### config.mk
export PLATFORM = sky130hd
export DESIGN_NAME = icg_top
export DESIGN_NICKNAME = d
export VERILOG_FILES = /design/src/logic/icg_pkg.sv /design/src/logic/icg_level_pick.sv /design/src/logic/icg_line_map.sv /design/src/logic/icg_top.sv
export SDC_FILE = /design/constraint.sdc
export NUM_CORES = 2
export LEC_CHECK = 0
export BUFFER_PORTS_ARGS = -buffer_cell sky130_fd_sc_hd__buf_4
export CAP_MARGIN = 20
export CORE_MARGIN = 2
export CORE_UTILIZATION = 25
export CTS_CLUSTER_DIAMETER = 80
export DETAILED_ROUTE_END_ITERATION = 12
export MAX_ROUTING_LAYER = met4
export SYNTH_ARGS = -nofsm -noshare
export SYNTH_HDL_FRONTEND = slang
export SYNTH_SLANG_ARGS = --single-unit
### constraint.sdc
create_clock -name i_clock -period 2.8 [get_ports i_clock]
set_input_delay 0.7 -clock i_clock [delete_from_list [all_inputs] [get_ports i_clock]]
set_output_delay 0.7 -clock i_clock [all_outputs]
set_load 0.01 [all_outputs]
### src/logic/icg_pkg.sv
// Package for the interrupt cause and group map block
package icg_pkg;

    localparam int unsigned NUM_GROUPS  = 64;
    localparam int unsigned GROUP_LINES = 32;
    localparam int unsigned NUM_LEVELS  = 4;
    localparam int unsigned GROUP_W     = 6;
    localparam int unsigned LEVEL_W     = 2;
    localparam int unsigned ADDR_W      = 12;

    // Register map (byte addresses)
    localparam logic [ADDR_W-1:0] PRIO_BASE_OFS  = 12'h000;
    localparam logic [ADDR_W-1:0] PRIO_LAST_OFS  = 12'h0FC;
    localparam logic [ADDR_W-1:0] REQ_BASE_OFS   = 12'h100;
    localparam logic [ADDR_W-1:0] REQ_LAST_OFS   = 12'h1FC;
    localparam logic [ADDR_W-1:0] CAUSE_LVL3_OFS = 12'h200;
    localparam logic [ADDR_W-1:0] CAUSE_LAST_OFS = 12'h20C;

    // Priority register field layout
    localparam int unsigned LEVEL_LSB  = 30;
    localparam int unsigned OFFSET_LSB = 0;
    localparam int unsigned OFFSET_W   = 14;
    localparam logic [31:0] PRIO_RESET = 32'h0000_0000;

    // Request slots of the fixed peripheral map
    localparam int unsigned EXT_LINES   = 8;
    localparam int unsigned PORT_LINES  = 14;
    localparam int unsigned PDMA_LINES  = 8;
    localparam int unsigned TMR_LINES   = 3;
    localparam int unsigned DMAC_LINES  = 5;
    localparam int unsigned RTC_LINE    = 8;
    localparam int unsigned PWR_LINE    = 9;

    typedef struct packed {
        logic [LEVEL_W-1:0]  level;
        logic [OFFSET_W-1:0] offset;
    } icg_group_cfg_t;

    typedef struct packed {
        logic              core_system_request;
        logic [EXT_LINES-1:0] ext_line;
        logic              rtc;
        logic              power;
        logic [PORT_LINES-1:0] port_line;
        logic [PDMA_LINES-1:0] pdma;
        logic              flash;
        logic [3:0]        usart;
        logic [1:0]        spi;
        logic [1:0]        twi_master;
        logic              ssc;
        logic [TMR_LINES-1:0] timer0;
        logic              adc;
        logic [TMR_LINES-1:0] timer1;
        logic              usb;
        logic              sdram;
        logic              dac;
        logic              mci;
        logic              aes;
        logic [DMAC_LINES-1:0] dmac;
        logic              msi;
        logic [1:0]        twi_slave;
        logic              ecc_corrector_request;
    } icg_periph_req_t;

    typedef struct packed {
        logic                valid;
        logic [LEVEL_W-1:0]  level;
        logic [OFFSET_W-1:0] offset;
    } icg_cpu_req_t;

endpackage

### src/logic/icg_level_pick.sv
// Highest-numbered pending group at one priority level
`timescale 1ns/1ps
`default_nettype none
module icg_level_pick #(
    parameter logic [1:0] LEVEL = 2'h0
) (
    // Per-group pending flags and levels
    input  wire logic [icg_pkg::NUM_GROUPS-1:0]                 i_valid,
    input  wire logic [icg_pkg::NUM_GROUPS*icg_pkg::LEVEL_W-1:0] i_level,
    // Result
    output logic                                                o_any,
    output logic [icg_pkg::GROUP_W-1:0]                         o_group
);
    import icg_pkg::*;

    always_comb begin
        o_any   = 1'b0;
        o_group = '0;
        // Ascending scan so the last hit, the highest number, wins
        for (int g = 0; g < NUM_GROUPS; g++) begin
            if (i_valid[g] && i_level[g*LEVEL_W +: LEVEL_W] == LEVEL) begin
                o_any   = 1'b1;
                o_group = GROUP_W'(g);
            end
        end
    end

endmodule
`default_nettype wire

### src/logic/icg_line_map.sv
// Fixed placement of peripheral request lines into group and line slots
`timescale 1ns/1ps
`default_nettype none
module icg_line_map (
    // Peripheral side
    input  wire icg_pkg::icg_periph_req_t i_req,
    // Group request matrix, bit [g*32+l]
    output logic [icg_pkg::NUM_GROUPS*icg_pkg::GROUP_LINES-1:0] o_lines
);
    import icg_pkg::*;

    always_comb begin
        o_lines = '0;
        o_lines[0*GROUP_LINES+0] = i_req.core_system_request;
        o_lines[1*GROUP_LINES +: EXT_LINES] = i_req.ext_line;
        o_lines[1*GROUP_LINES+RTC_LINE] = i_req.rtc;
        o_lines[1*GROUP_LINES+PWR_LINE] = i_req.power;
        o_lines[2*GROUP_LINES +: PORT_LINES] = i_req.port_line;
        o_lines[3*GROUP_LINES +: PDMA_LINES] = i_req.pdma;
        o_lines[4*GROUP_LINES] = i_req.flash;
        for (int k = 0; k < 4; k++) begin
            o_lines[(5+k)*GROUP_LINES] = i_req.usart[k];
        end
        for (int k = 0; k < 2; k++) begin
            o_lines[(9+k)*GROUP_LINES]  = i_req.spi[k];
            o_lines[(11+k)*GROUP_LINES] = i_req.twi_master[k];
            o_lines[(27+k)*GROUP_LINES] = i_req.twi_slave[k];
        end
        o_lines[13*GROUP_LINES] = i_req.ssc;
        o_lines[14*GROUP_LINES +: TMR_LINES] = i_req.timer0;
        o_lines[15*GROUP_LINES] = i_req.adc;
        o_lines[16*GROUP_LINES +: TMR_LINES] = i_req.timer1;
        o_lines[17*GROUP_LINES] = i_req.usb;
        o_lines[18*GROUP_LINES] = i_req.sdram;
        o_lines[19*GROUP_LINES] = i_req.dac;
        o_lines[20*GROUP_LINES] = i_req.mci;
        o_lines[21*GROUP_LINES] = i_req.aes;
        o_lines[22*GROUP_LINES +: DMAC_LINES] = i_req.dmac;
        o_lines[26*GROUP_LINES] = i_req.msi;
        o_lines[29*GROUP_LINES] = i_req.ecc_corrector_request;
    end

endmodule
`default_nettype wire

### src/logic/icg_top.sv
// Interrupt cause reporting, group priorities and fixed request map
`timescale 1ns/1ps
`default_nettype none
module icg_top (
    // Clock and reset
    input  wire logic                          i_clock,
    input  wire logic                          i_rst,
    // Peripheral requests
    input  wire icg_pkg::icg_periph_req_t      i_req,
    // Register port
    input  wire logic [icg_pkg::ADDR_W-1:0]    i_addr,
    input  wire logic [31:0]                   i_wdata,
    input  wire logic                          i_wr,
    input  wire logic                          i_rd,
    output logic [31:0]                        o_rdata,
    // Request toward the core
    output icg_pkg::icg_cpu_req_t              o_cpu_req
);
    import icg_pkg::*;

    localparam int unsigned TOTAL = NUM_GROUPS * GROUP_LINES;

    // Line matrix; pins are synchronised before any logic reads them
    logic [TOTAL-1:0] lines_raw;
    logic [TOTAL-1:0] sync1_r;
    logic [TOTAL-1:0] sync1_nxt;
    logic [TOTAL-1:0] pend_r;
    logic [TOTAL-1:0] pend_nxt;

    icg_line_map u_map (
        .i_req   (i_req),
        .o_lines (lines_raw)
    );

    always_comb begin
        sync1_nxt = i_rst ? '0 : lines_raw;
        pend_nxt  = i_rst ? '0 : sync1_r;
    end

    always_ff @(posedge i_clock) begin
        sync1_r <= sync1_nxt;
        pend_r  <= pend_nxt;
    end

    // Group configuration
    icg_group_cfg_t [NUM_GROUPS-1:0] cfg_r;
    icg_group_cfg_t [NUM_GROUPS-1:0] cfg_nxt;
    logic [NUM_GROUPS-1:0]           grp_valid;
    logic [NUM_GROUPS*LEVEL_W-1:0]   grp_level;
    logic [GROUP_W-1:0]              widx;
    logic                            prio_hit;

    assign widx     = i_addr[GROUP_W+1:2];
    assign prio_hit = i_addr[ADDR_W-1:8] == PRIO_BASE_OFS[ADDR_W-1:8]
                      && i_addr[1:0] == 2'h0;

    always_comb begin
        cfg_nxt = cfg_r;
        if (i_rst) begin
            for (int g = 0; g < NUM_GROUPS; g++) begin
                cfg_nxt[g].level  = PRIO_RESET[LEVEL_LSB +: LEVEL_W];
                cfg_nxt[g].offset = PRIO_RESET[OFFSET_LSB +: OFFSET_W];
            end
        end else if (i_wr && prio_hit) begin
            cfg_nxt[widx].level  = i_wdata[LEVEL_LSB +: LEVEL_W];
            cfg_nxt[widx].offset = i_wdata[OFFSET_LSB +: OFFSET_W];
        end
    end

    always_ff @(posedge i_clock) begin
        cfg_r <= cfg_nxt;
    end

    // One valid flag per group, any line of it pending
    always_comb begin
        for (int g = 0; g < NUM_GROUPS; g++) begin
            grp_valid[g] = |pend_r[g*GROUP_LINES +: GROUP_LINES];
            grp_level[g*LEVEL_W +: LEVEL_W] = cfg_r[g].level;
        end
    end

    // Per-level selection
    logic [NUM_LEVELS-1:0]            lvl_any;
    logic [NUM_LEVELS*GROUP_W-1:0]    lvl_grp;

    for (genvar l = 0; l < NUM_LEVELS; l++) begin : g_lvl
        icg_level_pick #(
            .LEVEL (LEVEL_W'(l))
        ) u_pick (
            .i_valid (grp_valid),
            .i_level (grp_level),
            .o_any   (lvl_any[l]),
            .o_group (lvl_grp[l*GROUP_W +: GROUP_W])
        );
    end

    // Cause registers; stale value kept when a level is idle
    logic [NUM_LEVELS*GROUP_W-1:0] cause_r;
    logic [NUM_LEVELS*GROUP_W-1:0] cause_nxt;
    logic [NUM_LEVELS-1:0]         any_r;
    logic [NUM_LEVELS-1:0]         any_nxt;

    always_comb begin
        any_nxt   = i_rst ? '0 : lvl_any;
        cause_nxt = cause_r;
        if (i_rst) begin
            cause_nxt = '0;
        end else begin
            for (int l = 0; l < NUM_LEVELS; l++) begin
                if (lvl_any[l]) begin
                    cause_nxt[l*GROUP_W +: GROUP_W] =
                        lvl_grp[l*GROUP_W +: GROUP_W];
                end
            end
        end
    end

    always_ff @(posedge i_clock) begin
        cause_r <= cause_nxt;
        any_r   <= any_nxt;
    end

    // Request toward the core: highest pending level, highest group in it
    icg_cpu_req_t cpu_r;
    icg_cpu_req_t cpu_nxt;

    always_comb begin
        cpu_nxt = '0;
        if (!i_rst) begin
            for (int l = 0; l < NUM_LEVELS; l++) begin
                if (any_r[l]) begin
                    cpu_nxt.valid  = 1'b1;
                    cpu_nxt.level  = LEVEL_W'(l);
                    cpu_nxt.offset =
                        cfg_r[cause_r[l*GROUP_W +: GROUP_W]].offset;
                end
            end
        end
    end

    always_ff @(posedge i_clock) begin
        cpu_r <= cpu_nxt;
    end

    assign o_cpu_req = cpu_r;

    // Read path; writes outside the priority block have no effect
    logic [31:0]        rdata_r;
    logic [31:0]        rdata_nxt;
    logic [1:0]         cidx;

    // Level 3 sits at the lowest cause address
    assign cidx = 2'h3 - i_addr[3:2];

    always_comb begin
        rdata_nxt = '0;
        if (!i_rst && i_rd && i_addr[1:0] == 2'h0) begin
            if (prio_hit) begin
                rdata_nxt[LEVEL_LSB +: LEVEL_W]   = cfg_r[widx].level;
                rdata_nxt[OFFSET_LSB +: OFFSET_W] = cfg_r[widx].offset;
            end else if (i_addr >= REQ_BASE_OFS && i_addr <= REQ_LAST_OFS) begin
                rdata_nxt = pend_r[widx*GROUP_LINES +: GROUP_LINES];
            end else if (i_addr >= CAUSE_LVL3_OFS
                         && i_addr <= CAUSE_LAST_OFS) begin
                rdata_nxt[GROUP_W-1:0] =
                    cause_r[cidx*GROUP_W +: GROUP_W];
            end
        end
    end

    always_ff @(posedge i_clock) begin
        rdata_r <= rdata_nxt;
    end

    assign o_rdata = rdata_r;

endmodule
`default_nettype wire

==> results.yml <==
grt:
  grtUsageTotal: 0.2826
  grt_pass1_wl_um: 519700
  gr-usage-met1: 0.3398
  met2_usage: 0.4117
  gr-usage-met3: 0.07469
  busiest_layer: "met2"
  antenna_found_initial: 33
  grt_pass1_vias: 64630
  grt_overflow_total: 0
  grt_max_degree: 217
yosys:
  synthAdderAreaFrac: 0
  synth.distinct_cells: 83
  synth_xor_area_frac: 0
  synth_top_area_share: 0.3684
  syn_area_mm2: 0.06569
  synthSimpleGateAreaFrac: 0.1896
  synthMuxAreaShare: 0.1978
  synth_edf_count: 0
  syn_avg_cell_area_um2: 8.600
  synth_flop_cell: "dfxtp_1"
  syn_inst: 7639
  synth_area_leaders: "dfxtp_1 (37%), mux4_2 (15%), nand2_1 (13%), a21oi_1 (8.5%), mux2i_1 (3.6%)"
  synth_top_family_by_area: "multiplexers"
  synthArstFlopShare: 0
  synth.ff_latch_count: 1209
  ys_warn_count: 0
  yosys.area.top_type: "dfxtp_1"
  synth_compound_area_frac: 0.1923
  ys_seq_area_frac: 0.3684
pwr:
  p_per_area_mw_per_mm2: 491.9
  vdd_drop_max_mv: 0.6404
  p_leak_nw: 27.45
  power_mw: 41.28
hold_path:
  worst_hold_startpoint: "i_req[39]"
  hold_end: "sync1_r[64]"
  hp-class: "in -> reg"
  holdPathStages: 2
setup_path:
  endpoint_kind: "flop"
  cp.arrival_ps: 3630
  worstReg2RegStart: "cfg_r[704]"
  path_cells: "clkbuf_8 > buf_12 > nor3b_2 > buf_4 > buf_4 > a22oi_1 > o21ai_0 > nand2_1 > a31oi_1 > buf_4 > a221o_1"
  reg2regPathDepth: 8
  r2r_slack_ps: -40
  critPathMostFrequentCell: "buf_4"
  rr_endpoint: "o_rdata[0]"
  required_ps: 3580
  critPathMaxStageDelay_ps: 510
  start_kind: "primary input"
  critical-path-slowest-cell: "buf_4"
  crit_type: "in -> reg"
  cp_max_fo: 22
sta:
  setup_viol: 2
  hold_ws_ps: 73.06
  relSlewSlack: 0.2537
  hold_viol_final: 0
  rsz0062_at_grt: "yes"
  tns_ps: -89.12
  min_period_over_period: 1.017
  fin_crit_ps: 2847
  clock_skew_ps: 43.94
  drv_slew: 0
  fmax_mhz: 351.2
  layout_setup_ws_ps: -47.06
  tightest_slew_ps: 1119
finish:
  syn_to_final_growth_pct: 27.75
  layout-drive-gt1-share: 0.2400
  layout_commonest_cell: "nand2_1"
  nets: 8355
  final_cell_area_mm2: 0.08392
  final_cell_mix: "nand2_1 (2272), dfxtp_1 (1199), a21oi_1 (1121), buf_4 (938), mux4_2 (439)"
run_status:
  violations: "setup timing"
  status: "complete, but fails checks"
placement:
  placedInstanceArea_mm2: 0.07861
  hpwl_um: 273200
  place_congestion: 1.073
  dp_slack_ps: -1089
  port_buffers: 128
cts:
  clockBufferDepth: 3
  path_clk_slew_ps: 60
  cts_hold_buf: 0
  clock_latency_ps: 840
  cts_root_buf: "clkbuf_16"
  cts_buffers: 142
  cts_tree: "yes"
  clkSinkCount: 1209
  h-tree-depth: 4
run:
  drv_cap: 0
route:
  routedWlPerCell_um: 31.73
  drc_errors: 0
  vias_per_cell: 5.796
  dr.pass1.iters: 6
  via_count: 68940
  antenna_left: 0
  finalWirelength_um: 377400
  drtIter0Drc: 10500
die:
  die_width_um: 516.6
  start_util: 0.2509
  chipHeight_um: 516.6
  core_area_mm2: 0.2618
  die_area_mm2: 0.2669
  rows: 188
  io_pins: 161
[per-layer routing]
metal  vias to the layer above  share of wire
li1                      28880              -
met1                     33910           0.37
met2                      4930           0.43
met3                      1222           0.12
met4                         0          0.084
met5                         -              0
[cells by family (layout without fill, tap and decap cells)]
logic type             after synthesis  count (layout)
multiplexers                       741             741
AO/OA/AOI/OAI                     2017            2017
buffers and inverters              750            1453
flip-flops                        1209            1209
other                                1              37
AND/OR/NAND/NOR                   2921            2921
[how the worst max path moves through the flow]
| stage | start | endpoint | slack [ps] | cells after the start |
|---|---|---|---|---|
| floorplan | i_addr[3] | o_rdata[0] | 300 | 9 |
| global placement | i_addr[4] | o_rdata[2] | -1120 | 12 |
| detailed placement | i_addr[3] | o_rdata[7] | -1090 | 10 |
| CTS | cause_r[0] | o_cpu_req[9] | -1 | 10 |
| global route | cause_r[0] | o_cpu_req[9] | -60 | 10 |
| finish | i_addr[4] | o_rdata[13] | -50 | 11 |
[metrics by stage]
stage / util / instances
2_1_floorplan: - / 7654
3_3_place_gp: 0.3002 / 11610
3_5_place_dp: 0.3003 / 11610
4_1_cts: 0.3201 / 11870
5_1_grt: 0.3205 / 11890
6_report: 0.3205 / 11890
[sequential cells by signal (all words and copies together) (netlist names)]
| signal | count |
|---|---|
| o_rdata | 16 |
| o_cpu_req | 17 |
| sync1_r | 64 |
| any_r | 4 |
| cfg_r | 1024 |
| cause_r | 20 |
| pend_r | 64 |
[where the power goes]
| part | total [mW] | internal (mW) | switching [mW] |
|---|---|---|---|
| Clock | 20.4 | 11.8 | 8.62 |
| Sequential | 17.4 | 17.3 | 0.124 |
| Combinational | 3.45 | 1.14 | 2.32 |
| Total | 41.3 | 30.2 | 11.1 |
[layout make-up]
cell class / instances / area, um2
Fill cell: 27000 / 177900
Clock buffer: 192 / 4073
Timing Repair Buffer: 1171 / 11680
Antenna cell: 21 / 52.55
Multi-Input combinational cell: 5695 / 38340
Sequential cell: 1209 / 24240
Tap cell: 3515 / 4398
Clock inverter: 66 / 1051
Inverter: 24 / 90.09
[worst max-delay path: cells and delay by family]
kind,cells,cell delay (ps)
buf+inv,5,1350
simple gates,2,770
compound gates,4,670
[synthesized netlist by cell type (all sizes together), types with 9 or more instances]
| cell | n |
|---|---|
| a41oi | 12 |
| and4b | 21 |
| a22oi | 275 |
| a31oi | 59 |
| nand2 | 2274 |
| nor2b | 158 |
| a311oi | 21 |
| mux4 | 439 |
| a221o | 19 |
| or3b | 9 |
| nor3b | 19 |
| a21oi | 1122 |
| nand4 | 23 |
| and3b | 13 |
| and2 | 14 |
| o21ai | 56 |
| nor3 | 19 |
| nor4 | 17 |
| nand2b | 20 |
| o211ai | 54 |
| and3 | 20 |
| a22o | 71 |
| o31ai | 9 |
| a2111oi | 20 |
| and4 | 18 |
| o22ai | 28 |
| nand3 | 80 |
| inv | 23 |
| nor4bb | 10 |
| o221ai | 21 |
| nor2 | 149 |
| a211oi | 17 |
| dfxtp | 1209 |
| nor4b | 12 |
| clkbuf | 422 |
| o2111ai | 19 |
| a221oi | 105 |
| a222oi | 14 |
| nand3b | 26 |
| o2bb2ai | 26 |
| mux2i | 235 |
| buf | 304 |
| mux2 | 67 |
[repair_timing]
item	CTS	global route
resized for setup	8	11
gates cloned	0	0
setup endpoints to repair	9	12
buffers inserted	2	0
Power figures use the tool's default switching activity.
